$ cat config.mk
export PLATFORM = sky130hd
export DESIGN_NAME = morf_regfile
export DESIGN_NICKNAME = d
export VERILOG_FILES = /design/src/core/morf_pkg.sv /design/src/core/morf_regfile.sv /design/src/core/morf_status.sv /design/src/core/morf_usb_flags.sv
export SDC_FILE = /design/constraint.sdc
export NUM_CORES = 2
export LEC_CHECK = 0
export CAP_MARGIN = 15
export CORE_MARGIN = 8
export CORE_UTILIZATION = 46
export DETAILED_ROUTE_END_ITERATION = 8
export DONT_BUFFER_PORTS = 1
export MAX_ROUTING_LAYER = met4
export PLACE_DENSITY = 0.72
export SLEW_MARGIN = 25
export SYNTH_ARGS = -nofsm -noshare
export SYNTH_HDL_FRONTEND = slang
export SYNTH_SLANG_ARGS = --single-unit
$ cat constraint.sdc
create_clock -name sys_clk_i -period 4.91 [get_ports sys_clk_i]
set_input_delay 0.491 -clock sys_clk_i [delete_from_list [all_inputs] [get_ports sys_clk_i]]
set_output_delay 0.491 -clock sys_clk_i [all_outputs]
set_load 0.005 [all_outputs]
$ cat src/core/morf_pkg.sv
/*
 * morf_pkg: constants, field layouts and carrier types of the operation
 * register file. Assumes one 40 MHz core clock and an active low
 * asynchronous power-on reset.
 */
package morf_pkg;
    localparam logic [5:0] ADR_INDIRECT = 6'h00;
    localparam logic [5:0] ADR_TICK = 6'h01;
    localparam logic [5:0] ADR_PC_LOW = 6'h02;
    localparam logic [5:0] ADR_STATUS = 6'h03;
    localparam logic [5:0] ADR_POINTER = 6'h04;
    localparam logic [5:0] ADR_PORT5 = 6'h05;
    localparam logic [5:0] ADR_PORT9 = 6'h09;
    localparam logic [5:0] ADR_EEPROM = 6'h0A;
    localparam logic [5:0] ADR_PATTERN = 6'h0B;
    localparam logic [5:0] ADR_USB = 6'h0C;
    localparam logic [5:0] ADR_FIFO_ADR = 6'h0D;
    localparam logic [5:0] ADR_FIFO_DAT = 6'h0E;
    localparam logic [5:0] ADR_RAM_LO = 6'h10;
    localparam logic [5:0] ADR_BANKED = 6'h20;
    localparam int RAM_COMMON = 16;
    localparam int RAM_BANK = 32;
    localparam int RAM_WORDS = 144;
    localparam int FIFO_WORDS = 32;
    localparam int NUM_PORTS = 5;
    localparam logic [7:0] EEPROM_RST = 8'h03;
    localparam logic [7:0] ZERO_BYTE = 8'h00;
    localparam logic [7:0] DIR_RST = 8'hFF;
    localparam logic [7:0] STATUS_RST = 8'h18;
    // status bit positions
    localparam int ST_C = 0;
    localparam int ST_DC = 1;
    localparam int ST_Z = 2;
    localparam int ST_P = 3;
    localparam int ST_T = 4;
    localparam int ST_PS = 5;
    // usb status bit positions
    localparam int US_STALL = 0;
    localparam int US_BUSY = 1;
    localparam int US_SUSP = 2;
    localparam int US_EP2_RX = 3;
    localparam int US_TX0 = 4;
    localparam int US_EP0_RX = 7;
    localparam int PTR_BANK = 6;
    localparam int FIFO_AW = 5;
    localparam int CLK_PERIOD_NS = 25;
    localparam int SUSPEND_IDLE_NS = 3_000_000;
    localparam int SUSPEND_CYCLES =
        (SUSPEND_IDLE_NS + CLK_PERIOD_NS - 1) / CLK_PERIOD_NS;

    typedef struct packed {
        logic rd;
        logic wr;
        logic io_rd;
        logic io_wr;
        logic [5:0] addr;
        logic [7:0] wdata;
    } morf_req_t;

    typedef struct packed {
        logic we;
        logic c;
        logic dc;
        logic z;
    } morf_alu_t;

    typedef struct packed {
        logic setup_ok;
        logic ep_zero_fifo_busy;
        logic bus_active;
        logic ep0_rx_done;
        logic ep2_rx_done;
        logic [2:0] tx_done;
    } morf_usb_ev_t;
endpackage : morf_pkg

$ cat src/core/morf_regfile.sv
/*
 * morf_regfile: operation register file of the core: indirect port,
 * tick counter, program counter, status, ram pointer, port data, usb
 * flags, fifo window and banked ram. Assumes the cpu issues one request
 * per cycle and reads answer one cycle later.
 */
`timescale 1ns/1ps
module morf_regfile #(
    parameter int IDLE_CYCLES = morf_pkg::SUSPEND_CYCLES
) (
    input wire logic sys_clk_i,
    input wire logic rst_n_i,
    input wire morf_pkg::morf_req_t req_i,
    input wire morf_pkg::morf_alu_t alu_i,
    input wire logic pc_inc_i,
    input wire logic pc_load_i,
    input wire logic [12:0] pc_target_i,
    input wire logic tick_en_i,
    input wire logic wdt_rst_i,
    input wire logic watchdog_clear_instruction_i,
    input wire logic sleep_i,
    input wire logic [39:0] port_pins_i,
    input wire morf_pkg::morf_usb_ev_t usb_ev_i,
    input wire logic udc_fifo_we_i,
    input wire logic [4:0] udc_fifo_addr_i,
    input wire logic [7:0] udc_fifo_wdata_i,
    output logic [7:0] rdata_o,
    output logic [12:0] pc_o,
    output logic [7:0] status_o,
    output logic [39:0] port_data_o,
    output logic [39:0] port_dir_o,
    output logic [7:0] usb_flags_o,
    output logic ep2_nak_o,
    output logic ep0_rx_block_o,
    output logic [7:0] udc_fifo_rdata_o
);
    import morf_pkg::*;

    logic [7:0] tick_q, tick_d;
    logic [12:0] pc_q, pc_d;
    logic [7:0] ptr_q, ptr_d;
    logic [7:0] port_q [NUM_PORTS];
    logic [7:0] port_d [NUM_PORTS];
    logic [7:0] dir_q [NUM_PORTS];
    logic [7:0] dir_d [NUM_PORTS];
    logic [7:0] eep_q, eep_d;
    logic [7:0] pat_q, pat_d;
    logic [4:0] fad_q, fad_d;
    logic [7:0] rd_q, rd_d;
    logic [7:0] ufr_q;
    logic [7:0] status_w, flags_w;
    logic [7:0] ram [RAM_WORDS];
    logic [7:0] fifo [FIFO_WORDS];
    logic [5:0] eff_addr;
    logic [1:0] eff_bank;
    logic ram_hit, st_wr, usb_wr, fifo_wr;
    logic [7:0] pin_sel, dir_sel;

    // address zero redirects through the pointer register
    always_comb begin
        if (req_i.addr == ADR_INDIRECT) begin
            eff_addr = ptr_q[5:0];
            eff_bank = ptr_q[7:PTR_BANK];
        end else begin
            eff_addr = req_i.addr;
            eff_bank = ptr_q[7:PTR_BANK];
        end
    end

    // common space ignores the bank bits
    function automatic logic [7:0] ram_index(input logic [5:0] a,
                                             input logic [1:0] b);
        logic [7:0] idx;
        idx = 8'h00;
        if (a < ADR_BANKED) begin
            idx = {2'b00, a - ADR_RAM_LO};
        end else begin
            idx = 8'(RAM_COMMON) + {1'b0, b, 5'h00} +
                  {2'b00, a - ADR_BANKED};
        end
        return idx;
    endfunction : ram_index

    function automatic logic is_port(input logic [5:0] a);
        return (a >= ADR_PORT5) && (a <= ADR_PORT9);
    endfunction : is_port

    // port registers sit back to back from the first port address
    function automatic logic [2:0] port_index(input logic [5:0] a);
        logic [5:0] off;
        off = a - ADR_PORT5;
        return off[2:0];
    endfunction : port_index

    assign ram_hit = eff_addr >= ADR_RAM_LO;
    assign st_wr = req_i.wr && eff_addr == ADR_STATUS;
    assign usb_wr = req_i.wr && eff_addr == ADR_USB;
    assign fifo_wr = req_i.wr && eff_addr == ADR_FIFO_DAT;

    morf_status u_status (
        .sys_clk_i(sys_clk_i),
        .rst_n_i(rst_n_i),
        .wr_i(st_wr),
        .wdata_i(req_i.wdata),
        .alu_i(alu_i),
        .wdt_rst_i(wdt_rst_i),
        .watchdog_clear_instruction_i(watchdog_clear_instruction_i),
        .sleep_i(sleep_i),
        .status_o(status_w)
    );

    morf_usb_flags #(
        .IDLE_CYCLES(IDLE_CYCLES)
    ) u_usb (
        .sys_clk_i(sys_clk_i),
        .rst_n_i(rst_n_i),
        .wr_i(usb_wr),
        .wdata_i(req_i.wdata),
        .ev_i(usb_ev_i),
        .flags_o(flags_w)
    );

    // counters: tick and program counter
    always_comb begin
        tick_d = tick_q;
        pc_d = pc_q;
        if (tick_en_i) begin
            tick_d = tick_q + 8'h01;
        end
        if (pc_load_i) begin
            pc_d = pc_target_i;
        end else if (pc_inc_i) begin
            pc_d = pc_q + 13'h0001;
        end
        if (req_i.wr && eff_addr == ADR_TICK) begin
            tick_d = req_i.wdata;
        end
        // a jump through the low byte takes its page bits
        if (req_i.wr && eff_addr == ADR_PC_LOW) begin
            pc_d = {status_w[7:ST_PS], 2'b00, req_i.wdata};
        end
        // watchdog reset beats every other source
        if (wdt_rst_i) begin
            tick_d = ZERO_BYTE;
            pc_d = '0;
        end
    end

    always_ff @(posedge sys_clk_i or negedge rst_n_i) begin
        if (!rst_n_i) begin
            tick_q <= ZERO_BYTE;
            pc_q <= '0;
        end else begin
            tick_q <= tick_d;
            pc_q <= pc_d;
        end
    end

    // pointer, port latches, directions and plain control bytes
    always_comb begin
        ptr_d = ptr_q;
        port_d = port_q;
        dir_d = dir_q;
        eep_d = eep_q;
        pat_d = pat_q;
        fad_d = fad_q;
        if (req_i.wr) begin
            unique case (eff_addr)
                ADR_POINTER: ptr_d = req_i.wdata;
                ADR_EEPROM: eep_d = req_i.wdata;
                ADR_PATTERN: pat_d = req_i.wdata;
                ADR_FIFO_ADR: fad_d = req_i.wdata[FIFO_AW-1:0];
                default: begin
                    if (is_port(eff_addr)) begin
                        port_d[port_index(eff_addr)] = req_i.wdata;
                    end
                end
            endcase
        end
        // direction registers never answer ordinary data accesses
        if (req_i.io_wr && is_port(req_i.addr)) begin
            dir_d[port_index(req_i.addr)] = req_i.wdata;
        end
    end

    always_ff @(posedge sys_clk_i or negedge rst_n_i) begin
        if (!rst_n_i) begin
            ptr_q <= ZERO_BYTE;
            for (int i = 0; i < NUM_PORTS; i++) begin
                port_q[i] <= ZERO_BYTE;
                dir_q[i] <= DIR_RST;
            end
            eep_q <= EEPROM_RST;
            pat_q <= ZERO_BYTE;
            fad_q <= 5'h00;
        end else begin
            ptr_q <= ptr_d;
            port_q <= port_d;
            dir_q <= dir_d;
            eep_q <= eep_d;
            pat_q <= pat_d;
            fad_q <= fad_d;
        end
    end

    // read data, one cycle after the request
    always_comb begin
        rd_d = rd_q;
        pin_sel = ZERO_BYTE;
        dir_sel = ZERO_BYTE;
        if (req_i.io_rd) begin
            rd_d = is_port(req_i.addr) ?
                   dir_q[port_index(req_i.addr)] : ZERO_BYTE;
        end else if (req_i.rd) begin
            rd_d = ZERO_BYTE;
            if (ram_hit) begin
                rd_d = ram[ram_index(eff_addr, eff_bank)];
            end else if (is_port(eff_addr)) begin
                // input bits show the pin, output bits the latch
                pin_sel = port_pins_i[8*port_index(eff_addr) +: 8];
                dir_sel = dir_q[port_index(eff_addr)];
                rd_d = (pin_sel & dir_sel) |
                       (port_q[port_index(eff_addr)] & ~dir_sel);
            end else begin
                unique case (eff_addr)
                    ADR_TICK: rd_d = tick_q;
                    ADR_PC_LOW: rd_d = pc_q[7:0];
                    ADR_STATUS: rd_d = status_w;
                    ADR_POINTER: rd_d = ptr_q;
                    ADR_EEPROM: rd_d = eep_q;
                    ADR_PATTERN: rd_d = pat_q;
                    ADR_USB: rd_d = flags_w;
                    ADR_FIFO_ADR: rd_d = {3'b000, fad_q};
                    ADR_FIFO_DAT: rd_d = fifo[fad_q];
                    default: rd_d = ZERO_BYTE;
                endcase
            end
        end
    end

    // read side: cpu read data and the controller's fifo read port
    always_ff @(posedge sys_clk_i or negedge rst_n_i) begin
        if (!rst_n_i) begin
            rd_q <= ZERO_BYTE;
            ufr_q <= ZERO_BYTE;
        end else begin
            rd_q <= rd_d;
            ufr_q <= fifo[udc_fifo_addr_i];
        end
    end

    // storage arrays carry no reset; contents are undefined at power-on
    always_ff @(posedge sys_clk_i) begin
        if (req_i.wr && ram_hit) begin
            ram[ram_index(eff_addr, eff_bank)] <= req_i.wdata;
        end
        // controller writes win; firmware stays off while busy
        if (udc_fifo_we_i) begin
            fifo[udc_fifo_addr_i] <= udc_fifo_wdata_i;
        end else if (fifo_wr) begin
            fifo[fad_q] <= req_i.wdata;
        end
    end

    assign rdata_o = rd_q;
    assign pc_o = pc_q;
    assign status_o = status_w;
    assign usb_flags_o = flags_w;
    assign ep2_nak_o = flags_w[US_EP2_RX];
    assign ep0_rx_block_o = flags_w[US_EP0_RX];
    assign udc_fifo_rdata_o = ufr_q;
    always_comb begin
        for (int i = 0; i < NUM_PORTS; i++) begin
            port_data_o[8*i +: 8] = port_q[i];
            port_dir_o[8*i +: 8] = dir_q[i];
        end
    end
endmodule : morf_regfile

$ cat src/core/morf_status.sv
/*
 * morf_status: the core status byte with flags, power and page fields.
 * Assumes event inputs are one-cycle pulses on the core clock.
 */
`timescale 1ns/1ps
module morf_status (
    input wire logic sys_clk_i,
    input wire logic rst_n_i,
    input wire logic wr_i,
    input wire logic [7:0] wdata_i,
    input wire morf_pkg::morf_alu_t alu_i,
    input wire logic wdt_rst_i,
    input wire logic watchdog_clear_instruction_i,
    input wire logic sleep_i,
    output logic [7:0] status_o
);
    import morf_pkg::*;
    logic [7:0] st_q, st_d;

    always_comb begin
        st_d = st_q;
        if (alu_i.we) begin
            st_d[ST_C] = alu_i.c;
            st_d[ST_DC] = alu_i.dc;
            st_d[ST_Z] = alu_i.z;
        end
        // power and time-out bits are not writable by software
        if (wr_i) begin
            st_d[ST_Z:ST_C] = wdata_i[ST_Z:ST_C];
            st_d[7:ST_PS] = wdata_i[7:ST_PS];
        end
        if (sleep_i) begin
            st_d[ST_P] = 1'b0;
            st_d[ST_T] = 1'b1;
        end
        if (watchdog_clear_instruction_i) begin
            st_d[ST_P] = 1'b1;
            st_d[ST_T] = 1'b1;
        end
        if (wdt_rst_i) begin
            st_d[ST_T] = 1'b0;
            st_d[7:ST_PS] = '0;
        end
    end

    // wakeup touches nothing, so sleep's T=1 P=0 survives it
    always_ff @(posedge sys_clk_i or negedge rst_n_i) begin
        if (!rst_n_i) begin
            st_q <= STATUS_RST;
        end else begin
            st_q <= st_d;
        end
    end

    assign status_o = st_q;
endmodule : morf_status

$ cat src/core/morf_usb_flags.sv
/*
 * morf_usb_flags: usb application status byte shared between firmware
 * and the usb device controller. Assumes controller events are pulses.
 */
`timescale 1ns/1ps
module morf_usb_flags #(
    parameter int IDLE_CYCLES = morf_pkg::SUSPEND_CYCLES
) (
    input wire logic sys_clk_i,
    input wire logic rst_n_i,
    input wire logic wr_i,
    input wire logic [7:0] wdata_i,
    input wire morf_pkg::morf_usb_ev_t ev_i,
    output logic [7:0] flags_o
);
    import morf_pkg::*;
    logic [7:0] fl_q, fl_d;
    logic [16:0] idle_q, idle_d;

    always_comb begin
        fl_d = fl_q;
        idle_d = idle_q;
        if (wr_i) begin
            fl_d[US_STALL] = wdata_i[US_STALL];
            fl_d[US_EP2_RX] = wdata_i[US_EP2_RX];
            fl_d[US_EP0_RX] = wdata_i[US_EP0_RX];
        end
        if (ev_i.setup_ok) begin
            fl_d[US_STALL] = 1'b0;
        end
        // hardware set wins over a firmware clear in the same cycle
        if (ev_i.ep2_rx_done) begin
            fl_d[US_EP2_RX] = 1'b1;
        end
        if (ev_i.ep0_rx_done) begin
            fl_d[US_EP0_RX] = 1'b1;
        end
        for (int i = 0; i < 3; i++) begin
            if (ev_i.tx_done[i]) begin
                fl_d[US_TX0 + i] = 1'b0;
            end
            // writing zero leaves a request alone; only firmware sets
            if (wr_i && wdata_i[US_TX0 + i]) begin
                fl_d[US_TX0 + i] = 1'b1;
            end
        end
        fl_d[US_BUSY] = ev_i.ep_zero_fifo_busy;
        if (ev_i.bus_active) begin
            idle_d = '0;
            fl_d[US_SUSP] = 1'b0;
        end else if (idle_q == 17'(IDLE_CYCLES - 1)) begin
            fl_d[US_SUSP] = 1'b1;
        end else begin
            idle_d = idle_q + 17'h0_0001;
        end
    end

    always_ff @(posedge sys_clk_i or negedge rst_n_i) begin
        if (!rst_n_i) begin
            fl_q <= 8'h00;
            idle_q <= 17'h0_0000;
        end else begin
            fl_q <= fl_d;
            idle_q <= idle_d;
        end
    end

    assign flags_o = fl_q;
endmodule : morf_usb_flags

==> summary.txt <==
run status -> finished, final reports clean
post-synthesis sequential area ratio -> 68.57%
clk slew on worst S/H paths -> 0.06 ns
Setup crit end kind -> register
Placer Congestion -> 1.015
Core Region -> 147500 um^2
Die ar. -> 161000 um^2
LEAKAGE -> 26.87 nW
CTS tree -> yes
drt drc -> 0
Final Hold Viols -> 0
worst r2r src -> ptr_q[0]
CP startpoint kind -> register
Yosys cell types -> 90
syn_nets -> 4980
total grt overflow -> 0
min Tclk post-route -> 4.551 ns
type of the most critical hold path -> primary input to register
fin cells -> 7155
post-DR vias/cell -> 6.588
First DRT Iteration DRCs -> 7817
Post-synth EDFFs -> 1408
synth-to-layout area growth -> 14.43%
Main synth FF type -> edfxtp_1
layout cells sized above 1 -> 18.91%
Skew-Pair Late Insertion Delay -> 0.79 ns
Die X -> 401.3 um
initial antenna violation count -> 16
total track usage -> 28.73%
Max Cap Viol -> 0
flop2flop setup slack -> 0.36 ns
WS Path Type -> register to register
Final Util -> 52.97%
top post-synthesis cells by area -> edfxtp_1 (62%), mux4_2 (5.5%), dfrtp_1 (4.9%)
measured slew at the worst slew-check pin -> 1.191 ns
Post-Syn Area -> 68280 um^2
largest net degree at the start of global routing -> 180
CP max stage cell -> a211oi_1
worst hold path depth -> 3
clk root buf -> clkbuf_16
Clock Tree Buf Depth -> 3
RSZ-0062 raised after global routing -> no
Required @ worst endpoint -> 5.54 ns
Pre-antenna DRT Iters -> 9
global-route wire length before repair -> 330.2 mm
Synth Area per Inst -> 14.03 um^2
setup_tns -> 0 ns
Worst Skew -> 0.05376 ns
via count -> 47140
Max Freq -> 219.7 MHz
Final setup viols -> 0
HPWL Detailed -> 146.9 mm
H-tree depth -> 4
WL/cell -> 32.64 um
clock sinks -> 1587
HP Start -> pc_target_i[10]
starting density of the core -> 46.29%
Placement Setup Slack -> 0.03241 ns
Seq cells post-synth -> 1587
share of the synthesized area in the top cell type -> 61.93%
RR Endpoint -> rdata_o[0]
most common cell in the synthesized netlist -> edfxtp_1
Synth top cells by count -> edfxtp_1 (1408), nand2_1 (833), nand3_1 (284)
worst vdd ir -> 374.7 uV
Relative slew margins -> 20.12%
fin crit share -> 92.68%
Post-synth ARST share -> 11.28%
Inst Count DP -> 6794
vias in the first global route -> 44860
R2R depth -> 10
Post-CTS Setup Inserts -> 0
PwrDens -> 384.8 nW/um^2
crit path cell chain -> nor3b_1, nand2_4, buf_12, and3_1, a211oi_1, a31oi_1, mux2i_1, a211oi_1, o32ai_1, a31oi_1
critical path's largest stage delay -> 0.96 ns
Mapped Cells -> 4867
cell taking the most area after synthesis -> edfxtp_1
Slew Limit Fails -> 0
Arrival @ worst endpoint -> 5.18 ns
Ports -> 232
number of I/O port buffers -> 0
hold path endpoint -> pc_o[10]
site row count -> 141
Crit Path Max Fanout -> 64
nets@finish -> 5193
CTS Buf Count -> 160
remaining antenna violation count after routing -> 0
setup ws final -> 0.3593 ns
Fin Hold WS -> 0.04948 ns
Die Ht -> 401.3 um
Yosys Warn Count -> 0
drt total wl -> 233.5 mm
logic make-up (layout without fill, tap and decap cells):
kind of cell             Yosys count  count (layout)  synth area share (%)
multiplexers                     438             438                 9.746
flip-flops                      1587            1587                 68.57
other                              0              17                     0
buffers and inverters            368             709                 2.463
adder cells (fa/ha/maj)            8               8                0.1576
AO/OA/AOI/OAI                    718             718                 7.457
XOR/XNOR                          36              36                0.4618
AND/OR/NAND/NOR                 1712            1712                 11.15
where the power goes:
group / total, mW / switching [mW] / internal [mW]
clock: 12.2 / 5.31 / 6.90
combinational: 2.61 / 1.70 / 0.907
sequential: 15.2 / 0.325 / 14.9
worst max-delay path, delay by kind of cell (launching register included):
family                 cells  cell delay (ns)
AO/OA/AOI/OAI              5             2.09
AND/OR/NAND/NOR            3             1.01
buffers and inverters      1             0.27
multiplexers               1             0.39
flip-flops                 1             0.52
layer usage:
layer	part of all wire [%]	track usage (%)	vias up	wire, um
li1	-	-	19200	-
met1	35	35.94	23390	82190
met2	44	41.74	3816	102900
met3	13	8.314	726	31520
met4	7.2	16.88	0	16900
met5	0	-	-	0
state kept, by name, summed over array words and instances, names as in the netlist:
| register | flops |
|---|---|
| ram | 1152 |
| fifo | 256 |
| port_data_o | 40 |
| port_dir_o | 40 |
| u_usb.idle_q | 17 |
| pc_o | 13 |
| eep_q | 8 |
| pat_q | 8 |
| ptr_q | 8 |
| rdata_o | 8 |
| tick_q | 8 |
| u_status.status_o | 8 |
| u_usb.flags_o | 8 |
| udc_fifo_rdata_o | 8 |
| fad_q | 5 |
how the worst max path moves through the flow:
| stage | from | to | slack, ns | depth (start not counted) |
|---|---|---|---|---|
| after floorplan | req_i[8] | fifo[10][0] | 0.52 | 14 |
| final | ptr_q[0] | rdata_o[0] | 0.36 | 10 |
| after detailed placement | req_i[9] | rdata_o[3] | 0.03 | 14 |
| after global placement | req_i[9] | rdata_o[2] | 0.02 | 12 |
| after CTS | ptr_q[0] | rdata_o[3] | 0.62 | 12 |
| after global routing | ptr_q[0] | rdata_o[7] | 0.44 | 12 |
metrics by stage:
step	power (mW)	area, um^2
global placement	17.68	72100
floorplan	16.73	68280
finish	30.06	78130
global route	30.65	78120
detailed placement	17.71	72140
CTS	29.98	78050
cells in the final DEF, fill, tap and decap left out, drive strengths merged, types with 17 or more instances in the layout:
cell type / count
nand3: 285
clkinv: 52
diode: 17
and3: 154
a2111oi: 17
a211oi: 178
mux4: 168
o21ai: 45
mux2i: 136
o22ai: 44
nor2: 278
a21oi: 115
a311oi: 43
xor2: 24
mux2: 134
dfstp: 44
nand2: 836
a22oi: 19
edfxtp: 1408
dfrtp: 135
a32oi: 21
dlygate4sd3: 44
inv: 30
nand4: 30
nor4: 17
a31oi: 125
nor3: 48
clkbuf: 212
buf: 352
repair_timing:
item / CTS / global route
endpoints found under the hold margin: 1494 / 0
hold buffers: 53 / 0
resized for setup: 0 / 0
area by class of cell:
type                       count  area (um^2)
multi-input combinational   2912        19960
timing repair buffer         396         3583
tap                         1930         2415
fill                       11700        69360
inverter                      23        86.33
clock inverter                78        849.6
antenna                       17        42.54
clock buffer                 212         4372
sequential                  1587        46820
No activity file was read; power rests on OpenSTA's default activity.
